===== config.mk =====
export PLATFORM = sky130hd
export DESIGN_NAME = tpg_core
export DESIGN_NICKNAME = d
export VERILOG_FILES = /design/src/shared/tpg_pkg.sv /design/src/logic/tpg_core.sv
export SDC_FILE = /design/constraint.sdc
export NUM_CORES = 1
export LEC_CHECK = 0
export BUFFER_PORTS_ARGS = -buffer_cell sky130_fd_sc_hd__buf_2
export CORE_MARGIN = 2
export CORE_UTILIZATION = 60
export CTS_BUF_LIST = sky130_fd_sc_hd__clkbuf_2
export CTS_CLUSTER_SIZE = 20
export DETAILED_ROUTE_END_ITERATION = 16
export PLACE_DENSITY = 0.8
export REMOVE_ABC_BUFFERS = 1
export SYNTH_ARGS = -nofsm -noshare
export SYNTH_HDL_FRONTEND = slang
export SYNTH_SLANG_ARGS = --single-unit

===== constraint.sdc =====
create_clock -name core_clock_i -period 8.45 [get_ports core_clock_i]
set_input_delay 0.4225 -clock core_clock_i [delete_from_list [all_inputs] [get_ports core_clock_i]]
set_output_delay 0.4225 -clock core_clock_i [all_outputs]
set_load 0.02 [all_outputs]

===== src/shared/tpg_pkg.sv =====
// ****************************************
// pattern generator constants
// ****************************************
`default_nettype none
package tpg_pkg;

  // register byte offsets on the control bus
  localparam logic [7:0] REG_CTRL = 8'h00;
  localparam logic [7:0] REG_STATUS = 8'h04;
  localparam logic [7:0] REG_WIDTH = 8'h08;
  localparam logic [7:0] REG_HEIGHT = 8'h0c;
  localparam logic [7:0] REG_BG_SEL = 8'h10;
  localparam logic [7:0] REG_OVL_SEL = 8'h14;
  localparam logic [7:0] REG_FORMAT = 8'h18;
  localparam logic [7:0] REG_IN_EN = 8'h1c;
  localparam logic [7:0] REG_CROSS_X = 8'h20;
  localparam logic [7:0] REG_CROSS_Y = 8'h24;
  localparam logic [7:0] REG_SPEED = 8'h28;

  // values after reset, and reset hold length in cycles
  localparam int RST_WIDTH = 64;
  localparam int RST_HEIGHT = 64;
  localparam int RESET_HOLD_CYCLES = 16;

  // background pattern codes
  localparam logic [7:0] PAT_PASS = 8'h00;
  localparam logic [7:0] PAT_HRAMP = 8'h01;
  localparam logic [7:0] PAT_VRAMP = 8'h02;
  localparam logic [7:0] PAT_TRAMP = 8'h03;
  localparam logic [7:0] PAT_RED = 8'h04;
  localparam logic [7:0] PAT_GREEN = 8'h05;
  localparam logic [7:0] PAT_BLUE = 8'h06;
  localparam logic [7:0] PAT_BLACK = 8'h07;
  localparam logic [7:0] PAT_WHITE = 8'h08;
  localparam logic [7:0] PAT_BARS = 8'h09;
  localparam logic [7:0] PAT_ZONE = 8'h0a;
  localparam logic [7:0] PAT_TARTAN = 8'h0b;
  localparam logic [7:0] PAT_HATCH = 8'h0c;
  localparam logic [7:0] PAT_SWEEP = 8'h0d;
  localparam logic [7:0] PAT_HVRAMP = 8'h0e;
  localparam logic [7:0] PAT_CHECK = 8'h0f;
  localparam logic [7:0] PAT_DPRAMP = 8'h11;
  localparam logic [7:0] PAT_DPLINES = 8'h12;
  localparam logic [7:0] PAT_DPSQUARE = 8'h13;

  // overlay codes
  localparam logic [7:0] OVL_NONE = 8'h00;
  localparam logic [7:0] OVL_CROSS = 8'h02;

  // frame sequencer states, gray along idle-gen-pass
  typedef enum logic [1:0] {
    ST_IDLE = 2'b00,
    ST_GEN = 2'b01,
    ST_PASS = 2'b11
  } tpg_state_t;

endpackage
`default_nettype wire


===== src/logic/tpg_core.sv =====
// Contract
// - both streams run on core clock
// - control bus runs on core clock
// - reset only by pin, no soft reset
// - reset sampled synchronously to core clock
// - reset clears bus and both streams
// - non-size parameters apply immediately; pass/generate choice from bg and in_en is taken only at frame start
// - generated frames carry own sof/eol
// - pixels per clock 1, 2, 4, 8
// - component width 8, 10, 12, 16
// - max width build-time, width programmable
// - max height build-time, height programmable
// - input stream optional at build time
// - solid colour category optional
// - ramp category optional
// - bar category optional
// - display-link category optional
// - colour sweep category optional
// - zone plate category optional
// - overlay logic optional
// - omitted category yields black frame; the code still draws the cross hair on it when OVL_CROSS is selected
// - no overlay when overlay omitted
// - background zero passes input unchanged; the code needs in_en set and HAS_INPUT, else it generates black
`timescale 1ns/1ns
`default_nettype none
module tpg_core
  import tpg_pkg::*;
#(
  parameter int SPC = 1,
  parameter int DW = 8,
  parameter int MAX_COLS = 4096,
  parameter int MAX_ROWS = 2160,
  parameter bit HAS_INPUT = 1'b1,
  parameter bit HAS_SOLID = 1'b1,
  parameter bit HAS_RAMP = 1'b1,
  parameter bit HAS_BAR = 1'b1,
  parameter bit HAS_DP = 1'b1,
  parameter bit HAS_SWEEP = 1'b1,
  parameter bit HAS_ZONE = 1'b1,
  parameter bit HAS_OVERLAY = 1'b1
) (
  input wire logic core_clock_i,
  input wire logic core_reset_n_i,
  input wire logic wb_cyc_i,
  input wire logic wb_stb_i,
  input wire logic wb_we_i,
  input wire logic [7:0] wb_adr_i,
  input wire logic [3:0] wb_sel_i,
  input wire logic [31:0] wb_dat_i,
  output logic [31:0] wb_dat_o,
  output logic wb_ack_o,
  input wire logic s_axis_tvalid_i,
  output logic s_axis_tready_o,
  input wire logic [SPC*3*DW-1:0] s_axis_tdata_i,
  input wire logic s_axis_tuser_i,
  input wire logic s_axis_tlast_i,
  output logic m_axis_tvalid_o,
  input wire logic m_axis_tready_i,
  output logic [SPC*3*DW-1:0] m_axis_tdata_o,
  output logic m_axis_tuser_o,
  output logic m_axis_tlast_o
);

  // three components per pixel, SPC pixels per beat
  localparam int PW = 3 * DW;
  localparam int TW = SPC * PW;
  localparam int XW = $clog2(MAX_COLS + 1);
  localparam int YW = $clog2(MAX_ROWS + 1);

  // ****************************************
  // state
  // ****************************************
  typedef struct packed {
    tpg_state_t st;
    logic ack;
    logic [31:0] dat;
    logic run;
    logic [XW-1:0] width;
    logic [YW-1:0] height;
    logic [XW-1:0] width_act;
    logic [YW-1:0] height_act;
    logic [7:0] bg;
    logic [7:0] ovl;
    logic [1:0] fmt;
    logic in_en;
    logic [XW-1:0] cross_x;
    logic [YW-1:0] cross_y;
    logic [7:0] speed;
    logic [XW-1:0] x;
    logic [YW-1:0] y;
    logic [7:0] frm;
    logic [15:0] fcnt;
    logic tvalid;
    logic [TW-1:0] tdata;
    logic tuser;
    logic tlast;
    logic s_rdy;
  } tpg_regs_t;

  tpg_regs_t r_reg;
  tpg_regs_t r_next;

  // ****************************************
  // pattern functions
  // ****************************************

  // category build switch for a background code
  function automatic logic cat_en(input logic [7:0] code);
    unique case (code)
      PAT_RED, PAT_GREEN, PAT_BLUE, PAT_BLACK, PAT_WHITE:
        cat_en = HAS_SOLID;
      PAT_HRAMP, PAT_VRAMP, PAT_TRAMP, PAT_HVRAMP:
        cat_en = HAS_RAMP;
      PAT_BARS, PAT_TARTAN, PAT_HATCH, PAT_CHECK:
        cat_en = HAS_BAR;
      PAT_DPRAMP, PAT_DPLINES, PAT_DPSQUARE:
        cat_en = HAS_DP;
      PAT_SWEEP: cat_en = HAS_SWEEP;
      PAT_ZONE: cat_en = HAS_ZONE;
      default: cat_en = 1'b0;
    endcase
  endfunction

  // widen an 8-bit level to DW bits
  function automatic logic [DW-1:0] lvl(input logic [7:0] v);
    logic [15:0] w;
    w = {v, v};
    lvl = w[15 -: DW];
  endfunction

  // one pixel of background plus overlay
  function automatic logic [PW-1:0] pix_f(
    input logic [7:0] code,
    input logic [15:0] xx,
    input logic [15:0] yy,
    input logic [7:0] fr,
    input logic ovl_on,
    input logic hit
  );
    logic [7:0] rc;
    logic [7:0] gc;
    logic [7:0] bc;
    logic [15:0] zp;
    rc = 8'h00;
    gc = 8'h00;
    bc = 8'h00;
    zp = 16'(xx[7:0] * xx[7:0]) + 16'(yy[7:0] * yy[7:0]);
    unique case (code)
      PAT_HRAMP: {rc, gc, bc} = {3{xx[7:0]}};
      PAT_VRAMP: {rc, gc, bc} = {3{yy[7:0]}};
      PAT_TRAMP: {rc, gc, bc} = {3{fr}};
      PAT_HVRAMP: {rc, gc, bc} = {3{8'(xx[7:0] + yy[7:0])}};
      PAT_RED: rc = 8'hff;
      PAT_GREEN: gc = 8'hff;
      PAT_BLUE: bc = 8'hff;
      PAT_WHITE: {rc, gc, bc} = {3{8'hff}};
      PAT_BARS: {rc, gc, bc} = {{8{~xx[8]}}, {8{~xx[7]}}, {8{~xx[6]}}};
      PAT_TARTAN: {rc, gc, bc} = {{8{xx[6]}}, {8{yy[6]}}, {8{xx[6]^yy[6]}}};
      PAT_HATCH: {rc, gc, bc} =
        {3{{8{(xx[4:0] == 5'h00) || (yy[4:0] == 5'h00)}}}};
      PAT_CHECK: {rc, gc, bc} = {3{{8{xx[5] ^ yy[5]}}}};
      PAT_SWEEP: {rc, gc, bc} = {xx[7:0], ~xx[7:0], yy[7:0]};
      PAT_ZONE: {rc, gc, bc} = {3{8'(zp[15:8] + fr)}};
      PAT_DPRAMP: {rc, gc, bc} = {xx[7:0], xx[7:0], 8'h00};
      PAT_DPLINES: {rc, gc, bc} = {3{{8{xx[0]}}}};
      PAT_DPSQUARE: {rc, gc, bc} = {{8{xx[6]}}, {8{yy[6]}}, 8'h80};
      default: {rc, gc, bc} = 24'h000000;
    endcase
    // disabled or unknown category gives black
    if (!cat_en(code)) {rc, gc, bc} = 24'h000000;
    // cross hair drawn opaque on top
    if (ovl_on && hit) {rc, gc, bc} = {3{8'hff}};
    pix_f = {lvl(rc), lvl(gc), lvl(bc)};
  endfunction

  // ****************************************
  // per-lane pixel generation
  // ****************************************
  logic ovl_on;
  logic [TW-1:0] gen_data;

  // overlay only exists when built in
  assign ovl_on = HAS_OVERLAY && (r_reg.ovl == OVL_CROSS);

  // one lane per sample of the beat
  genvar gl;
  generate
    for (gl = 0; gl < SPC; gl++)
    begin : g_lane
      logic [15:0] lx;
      assign lx = 16'(r_reg.x) + 16'(gl);
      assign gen_data[gl*PW +: PW] = pix_f(r_reg.bg, lx, 16'(r_reg.y),
        r_reg.frm, ovl_on,
        (lx == 16'(r_reg.cross_x)) || (r_reg.y == r_reg.cross_y));
    end
  endgenerate

  // ****************************************
  // next-state logic
  // ****************************************
  logic bus_req;
  logic [31:0] rd_val;
  logic [31:0] wr_val;
  logic out_free;
  logic eol;
  logic pass_ok;
  logic [7:0] word_adr;

  assign bus_req = wb_cyc_i && wb_stb_i && !r_reg.ack;
  assign word_adr = {wb_adr_i[7:2], 2'b00};
  assign out_free = !r_reg.tvalid || m_axis_tready_i;
  assign eol = (32'(r_reg.x) + 32'(SPC)) >= 32'(r_reg.width_act);
  assign pass_ok = HAS_INPUT && r_reg.in_en && (r_reg.bg == PAT_PASS);

  // register read mux, unmapped reads zero
  always_comb
  begin
    unique case (word_adr)
      REG_CTRL: rd_val = {31'h0, r_reg.run};
      REG_STATUS: rd_val = {r_reg.fcnt, 14'h0, r_reg.st};
      REG_WIDTH: rd_val = 32'(r_reg.width);
      REG_HEIGHT: rd_val = 32'(r_reg.height);
      REG_BG_SEL: rd_val = {24'h0, r_reg.bg};
      REG_OVL_SEL: rd_val = {24'h0, r_reg.ovl};
      REG_FORMAT: rd_val = {30'h0, r_reg.fmt};
      REG_IN_EN: rd_val = {31'h0, r_reg.in_en};
      REG_CROSS_X: rd_val = 32'(r_reg.cross_x);
      REG_CROSS_Y: rd_val = 32'(r_reg.cross_y);
      REG_SPEED: rd_val = {24'h0, r_reg.speed};
      default: rd_val = 32'h0;
    endcase
  end

  // byte-lane merge of write data
  always_comb
  begin
    for (int b = 0; b < 4; b++)
      wr_val[b*8 +: 8] = wb_sel_i[b] ? wb_dat_i[b*8 +: 8] : rd_val[b*8 +: 8];
  end

  always_comb
  begin
    r_next = r_reg;
    // bus slave: answer one cycle after request
    r_next.ack = bus_req;
    if (bus_req)
    begin
      r_next.dat = rd_val;
      if (wb_we_i)
      begin
        // writes take effect at once, no soft reset bit
        unique case (word_adr)
          REG_CTRL: r_next.run = wr_val[0];
          REG_WIDTH: r_next.width = XW'(wr_val);
          REG_HEIGHT: r_next.height = YW'(wr_val);
          REG_BG_SEL: r_next.bg = wr_val[7:0];
          REG_OVL_SEL: r_next.ovl = wr_val[7:0];
          REG_FORMAT: r_next.fmt = wr_val[1:0];
          REG_IN_EN: r_next.in_en = wr_val[0];
          REG_CROSS_X: r_next.cross_x = XW'(wr_val);
          REG_CROSS_Y: r_next.cross_y = YW'(wr_val);
          REG_SPEED: r_next.speed = wr_val[7:0];
          default: r_next.run = r_reg.run;
        endcase
      end
    end
    // output beat leaves when taken
    if (r_reg.tvalid && m_axis_tready_i)
      r_next.tvalid = 1'b0;
    unique case (r_reg.st)
      ST_IDLE:
      begin
        // frame size latched only at frame start
        if (r_reg.run)
        begin
          r_next.width_act = r_reg.width;
          r_next.height_act = r_reg.height;
          r_next.x = '0;
          r_next.y = '0;
          r_next.st = pass_ok ? ST_PASS : ST_GEN;
        end
      end
      ST_GEN:
      begin
        if (out_free)
        begin
          // own frame and line markers
          r_next.tvalid = 1'b1;
          r_next.tdata = gen_data;
          r_next.tuser = (r_reg.x == '0) && (r_reg.y == '0);
          r_next.tlast = eol;
          r_next.x = XW'(32'(r_reg.x) + 32'(SPC));
          if (eol)
          begin
            r_next.x = '0;
            r_next.y = YW'(32'(r_reg.y) + 32'd1);
            if (32'(r_reg.y) + 32'd1 >= 32'(r_reg.height_act))
            begin
              r_next.y = '0;
              r_next.frm = r_reg.frm + r_reg.speed;
              r_next.fcnt = r_reg.fcnt + 16'h0001;
              r_next.st = ST_IDLE;
            end
          end
        end
      end
      ST_PASS:
      begin
        // input beat copied unchanged
        if (s_axis_tvalid_i && r_reg.s_rdy)
        begin
          r_next.tvalid = 1'b1;
          r_next.tdata = s_axis_tdata_i;
          r_next.tuser = s_axis_tuser_i;
          r_next.tlast = s_axis_tlast_i;
          if (s_axis_tlast_i)
          begin
            r_next.y = YW'(32'(r_reg.y) + 32'd1);
            if (32'(r_reg.y) + 32'd1 >= 32'(r_reg.height_act))
            begin
              r_next.y = '0;
              r_next.fcnt = r_reg.fcnt + 16'h0001;
              r_next.st = ST_IDLE;
            end
          end
        end
      end
      // unused code 2'b10 falls back to idle
      default: r_next.st = ST_IDLE;
    endcase
    // input taken only into an empty output slot
    r_next.s_rdy = (r_next.st == ST_PASS) && !r_next.tvalid;
  end

  // ****************************************
  // state register
  // ****************************************

  // synchronous active-low reset of everything
  always_ff @(posedge core_clock_i)
  begin
    if (!core_reset_n_i)
    begin
      r_reg <= '0;
      r_reg.st <= ST_IDLE;
      r_reg.width <= XW'(RST_WIDTH);
      r_reg.height <= YW'(RST_HEIGHT);
    end
    else
      r_reg <= r_next;
  end

  // outputs straight from the state register
  assign wb_ack_o = r_reg.ack;
  assign wb_dat_o = r_reg.dat;
  assign s_axis_tready_o = r_reg.s_rdy;
  assign m_axis_tvalid_o = r_reg.tvalid;
  assign m_axis_tdata_o = r_reg.tdata;
  assign m_axis_tuser_o = r_reg.tuser;
  assign m_axis_tlast_o = r_reg.tlast;
endmodule // tpg_core
`default_nettype wire


==> impl_metrics.tcl, run 1 <==
set metrics [dict create \
    seq_area_frac_synth 0.271 \
    yosys.area.top_type "dfxtp_1" \
    max-cap-violations 0 \
    clk_pin_slew_ps 100 \
    grt_pass1_vias 14200 \
    worst_slew_pin_slew_ps 1390 \
    worst_setup_path_start_kind "flop" \
    swShare 0.275 \
    slew_headroom 0.0690 \
    final_max_slew_viol_count 0 \
    largest_register_ffs 154 \
    nFillCells 2267 \
    synth_most_common_cell "nand2_1" \
    fin_skew_ps 93.9 \
    seqPwrFrac 0.571 \
    fmax_ghz 0.128 \
    die_w_um 166 \
    cp_top_family "adder cells" \
    cts-root-buf "clkbuf_2" \
    setup_viol 0 \
    drtAntennaViolNets 0 \
    worstPathRequired_ps 9230 \
    routed_wl_mm 46.4 \
    fin_util 0.649 \
    synth_top_area_frac 0.271 \
    powerDensity_mw_per_mm2 105 \
    startpoint "r_reg[71]" \
    postCtsSetupRepairBufs 0 \
    synth.top_cells.by_count "279 x nand2_1, 213 x dfxtp_1, 162 x a21oi_1" \
    routabilityCongestion 1.04 \
    cp-end-kind "flop" \
    grt_overflow 0 \
    numCtsBuffers 54 \
    hp-start "s_axis_tvalid_i" \
    crit_fanout 9 \
    grt_pass1_wl_mm 74.0 \
    cts_resized 0 \
    dr.pass1.iters 10 \
    hold_viol_final 0 \
    clkLatencyLatePin_ps 860 \
    grt_setup_unrepaired "false" \
    die_area_mm2 0.0276 \
    hold_class "in -> reg" \
    status "completed" \
    pwr-share-comb 0.053 \
    syn_area_per_cell_um2 8.15 \
    period_minus_slack_ps 7820 \
    ys_top_cells_by_area "dfxtp_1 27%, fa_1 9.8%, ha_1 8.1%" \
    switchingPower_mw 0.486 \
    drc 0 \
    clkPwrFrac 0.376 \
    clockBufferDepth 3 \
    final_cells 2361 \
    tns_ps 0 \
    layout.nets 2253 \
    timing.rr.start "r_reg[71]" \
    synth_area_mm2 0.0158 \
    die_y_um 166 \
    place.port_buffers 111 \
    holdBufCountCts 32 \
    crit_path_max_incr_delay_ps 610 \
    grtUsageTotal 0.331 \
    synth-seq-cells 213 \
    ys_dominant_reg_cell "dfxtp_1" \
    netlist_instances 1932 \
    cp.arrival_ps 8590 \
    path_common_cell "fa_1" \
    synthDistinctLibCells 97 \
    critPathSlowestCell "dfxtp_1" \
    synth_warnings 0 \
    power.ir.vdd_worst_uv 122 \
    grt_max_degree 102 \
    core_area_mm2 0.0259 \
    tritoncts "built" \
    num_rows 59 \
    vias 14500 \
    layout-drive-gt1-share 0.137 \
    cts.sinks 213 \
    h-tree-depth 2 \
    start_util 0.608 \
    vias_per_cell 6.14 \
    io_pins 138 \
    place_inst 2244 \
    finalCritPeriodShare 0.925 \
    drt_iter0_drc 1330 \
    antenna_found_initial 1 \
    p_leak_nw 7.31 \
    area_delta_synth_final_pct 6.79 \
    post_drt_wl_per_cell_um 19.6 \
    internal-power_mw 1.28 \
    path_buf_inv 5 \
    async_reset_ff_frac 0 \
    path_class "reg -> reg" \
    dp_hpwl_mm 34.0 \
    synth-edff-count 0 \
]
-- cell families (layout without fill, tap and decap cells) --
| group | count (synthesis) | count (layout) | synth area share |
|---|---|---|---|
| simple gates | 657 | 657 | 0.198 |
| mux | 22 | 22 | 0.0147 |
| flops | 213 | 213 | 0.271 |
| xor+xnor | 91 | 91 | 0.0506 |
| other cells | 1 | 4 | 0.000238 |
| buf+inv | 328 | 419 | 0.0959 |
| compound gates | 441 | 441 | 0.191 |
| fa+ha+maj | 179 | 179 | 0.179 |
-- tightest hold or removal path, cell delays in order --
cell and delay (ps):
buf_2 100, nand2_1 100, nand2_1 60, nand2_1 70
a21oi_1 60
-- through the flow --
step	worst slack [ps]	power (mW)	instance area, µm²	hold slack, ps
6_report	633	1.77	16800	31.5
5_1_grt	284	1.83	16800	28.7
4_1_cts	576	1.77	16800	5.95
3_5_place_dp	676	1.11	16100	447
3_3_place_gp	791	1.11	16100	443
2_1_floorplan	1380	1.07	14900	436
-- power by group through the flow --
stage	Sequential (mW)	Combinational, mW	Clock (mW)
floorplan	1.04	0.0365	0
global placement	1.03	0.0796	0
detailed placement	1.03	0.0805	0
CTS	1.01	0.0919	0.669
global route	1.01	0.101	0.718
finish	1.01	0.0940	0.664
-- layer usage --
layer | part of all wire | global-route usage
met5 | 0 | 0
met4 | 0.052 | 0.169
met3 | 0.082 | 0.0505
met2 | 0.47 | 0.554
met1 | 0.40 | 0.417
-- worst paths after layout --
path / endpoint / slack (ps) / depth (start not counted)
setup / recovery: m_axis_tdata_o[7] / 630 / 27
hold reg to reg: r_reg[133] / 460 / 2
setup reg to reg: m_axis_tdata_o[7] / 630 / 27
hold / removal: m_axis_tvalid_o / 30 / 5
-- layout by cell type, fill, tap and decap left out, types with 6 or more instances in the layout --
cell,n
nor4_1,11
xnor2_1,58
o21ai_0,39
mux2i_1,13
dlygate4sd3_1,32
nand4_1,20
and2_1,28
inv_1,157
o31ai_1,14
xor2_1,33
a211o_1,6
ha_1,102
nand3_1,48
dfxtp_1,213
and3_1,20
a22oi_1,59
a22o_1,12
fa_1,77
a221oi_1,16
a211oi_1,9
clkbuf_2,78
a31oi_1,9
o21a_1,11
or3_1,11
nor2b_1,11
o22ai_1,7
nor2_1,146
a21oi_1,162
o211ai_1,7
and4_1,6
nor3_1,22
buf_4,32
nand2_1,279
mux2_2,9
buf_2,111
a21o_1,25
nand2b_1,15
-- final cells by class --
| type | instances | area [µm²] | share of cell area |
|---|---|---|---|
| Sequential cell | 213 | 4260 | 0.253 |
| Clock inverter | 6 | 32.5 | 0.00193 |
| Multi-Input combinational cell | 1393 | 9990 | 0.594 |
| Inverter | 160 | 606 | 0.0360 |
| Tap cell | 335 | 419 | 0.0249 |
| Clock buffer | 78 | 390 | 0.0232 |
| Timing Repair Buffer | 175 | 1120 | 0.0663 |
| Antenna cell | 1 | 2.50 | 0.000149 |
No activity file was read; power rests on OpenSTA's default activity.
==> run 2: changes to the inputs <==
==> constraint.sdc (replaced) <==
create_clock -name core_clock_i -period 8.45 [get_ports core_clock_i]
set_input_delay 0.845 -clock core_clock_i [delete_from_list [all_inputs] [get_ports core_clock_i]]
set_output_delay 0.845 -clock core_clock_i [all_outputs]
set_load 0.02 [all_outputs]
==> run 2 against run 1 <==
  * Global-route usage is 0.75 points lower
  * Register-to-register slack worse by 70 ps
  * Combinational power is 12% lower
  * Clock power rose by 6.6%
  * Non-clock buffer count decreased by 33
  * Total power is 1.9% higher
  * Core utilization decreased by 1.1 points
  * Routed wire length is 1.3% lower
  * Design area is 1.6% lower
  * Die area is the same
  * Sequential power hardly changed
  * Clock skew is 30 ps lower
  * Critical endpoint unchanged
  * Largest power group unchanged
==> impl_metrics.tcl, run 2 (same netlist as run 1, synthesis figures left out) <==
set metrics [dict create \
    grt_overflow 0 \
    worst_slew_pin_slew_ps 1130 \
    wl_met3_mm 3.20 \
    finalCritPeriodShare 0.934 \
    hold_end "m_axis_tuser_o" \
    power.total_mw 1.80 \
    grt_pass1_vias 13800 \
    core_area_mm2 0.0259 \
    worst_setup_path_start_kind "flop" \
    post_drt_wl_per_cell_um 19.6 \
    wl_met1_mm 18.3 \
    final_cells 2335 \
    path_buf_inv 4 \
    final_max_slew_viol_count 0 \
    period_minus_slack_ps 7890 \
    die_y_um 166 \
    setup_viol 0 \
    cp_top_family "adder cells" \
    clkLatencyLatePin_ps 850 \
    timing.rr.start "r_reg[70]" \
    top_layer "met4" \
    post-route-cell-area_mm2 0.0165 \
    drc 0 \
    drt_iter0_drc 1311 \
    final_cell_mix "279 x nand2_1, 213 x dfxtp_1, 162 x a21oi_1, 157 x inv_1, 146 x nor2_1" \
    antenna_found_initial 1 \
    grt_pass1_wl_mm 72.4 \
    status "completed" \
    die_w_um 166 \
    dp_hpwl_mm 33.9 \
    grt_max_degree 131 \
    place_inst 2243 \
    crit_fanout 11 \
    dp_slack_ps 618 \
    clockBufferDepth 3 \
    grt_setup_unrepaired "false" \
    holdBufCountCts 0 \
    tns_ps 0 \
    routabilityCongestion 0.991 \
    reg2reg_to "m_axis_tdata_o[7]" \
    start_util 0.608 \
    path_common_cell "fa_1" \
    path_class "reg -> reg" \
    hold_class "in -> reg" \
    hp-start "s_axis_tuser_i" \
    largest_register_ffs 154 \
    finalWorstSetupSlack_ps 558 \
    cts-root-buf "clkbuf_2" \
    cp_num_cells 27 \
    tritoncts "built" \
    detailed_place.area_mm2 0.0161 \
    layout-drive-gt1-share 0.140 \
    cts_resized 0 \
    layout.nets 2220 \
    met2_length_mm 22.0 \
    h-tree-depth 2 \
    cts.sinks 213 \
    vias 14200 \
    area_delta_synth_final_pct 5.05 \
    drtAntennaViolNets 0 \
    slew_headroom 0.246 \
    dr.pass1.iters 6 \
    postCtsSetupRepairBufs 0 \
    power.ir.vdd_worst_uv 114 \
    fin_skew_ps 63.5 \
    vias_per_cell 6.10 \
    clk_pin_slew_ps 100 \
    grtUsageTotal 0.324 \
    fin_hold_ws_ps 308 \
    num_rows 59 \
    multi_input_area_mm2 0.0100 \
    routed_wl_mm 45.8 \
    io_pins 138 \
    die_area_mm2 0.0276 \
    numCtsBuffers 54 \
    critPathSlowestCell "dfxtp_1" \
    cp.arrival_ps 8620 \
    startpoint "r_reg[70]" \
    p_leak_nw 7.20 \
    powerDensity_mw_per_mm2 109 \
    hold_viol_final 0 \
    crit_path_max_incr_delay_ps 670 \
    holdPathStages 3 \
    fmax_ghz 0.127 \
    fin_util 0.639 \
    seq_area_mm2 0.00426 \
    regToRegSetupSlack_ps 560 \
    nFillCells 2285 \
    layout_commonest_cell "nand2_1" \
    place.port_buffers 111 \
    rr_worst_depth 27 \
    cp-end-kind "flop" \
    worstPathRequired_ps 9180 \
    max-cap-violations 0 \
]
## run 2: worst max path at each step
| stage | endpoint | slack, ps |
|---|---|---|
| after floorplan | m_axis_tdata_o[7] | 1380 |
| after global placement | m_axis_tdata_o[7] | 770 |
| after detailed placement | m_axis_tdata_o[7] | 620 |
| after CTS | m_axis_tdata_o[7] | 580 |
| after global routing | m_axis_tdata_o[7] | 320 |
| final | m_axis_tdata_o[7] | 560 |
## run 2: final cells by class
cell class / instances / area share
Timing Repair Buffer: 142 / 0.0476
Inverter: 160 / 0.0366
Clock inverter: 12 / 0.00461
Sequential cell: 213 / 0.258
Antenna cell: 1 / 0.000151
Tap cell: 335 / 0.0253
Multi-Input combinational cell: 1393 / 0.604
Clock buffer: 79 / 0.0239
## run 2: power breakdown
part	internal [mW]	leakage (nW)	switching [mW]	total, mW
combinational	0.0231	5.12	0.0599	0.0830
clock	0.277	0.360	0.431	0.708
sequential	1.01	1.72	0.00244	1.01
total	1.31	7.20	0.494	1.80
## run 2: per-layer routing
layer,up-vias,GRT usage
met5,-,0
met2,621,0.554
met1,6790,0.404
met3,170,0.0422
met4,0,0.157
li1,6664,-
## run 2: worst min-delay path, delay by kind of cell
kind | cells | cell delay [ps]
AOI/OAI and AO/OA | 1 | 60
buffers and inverters | 1 | 80
and+or+nand+nor | 1 | 80
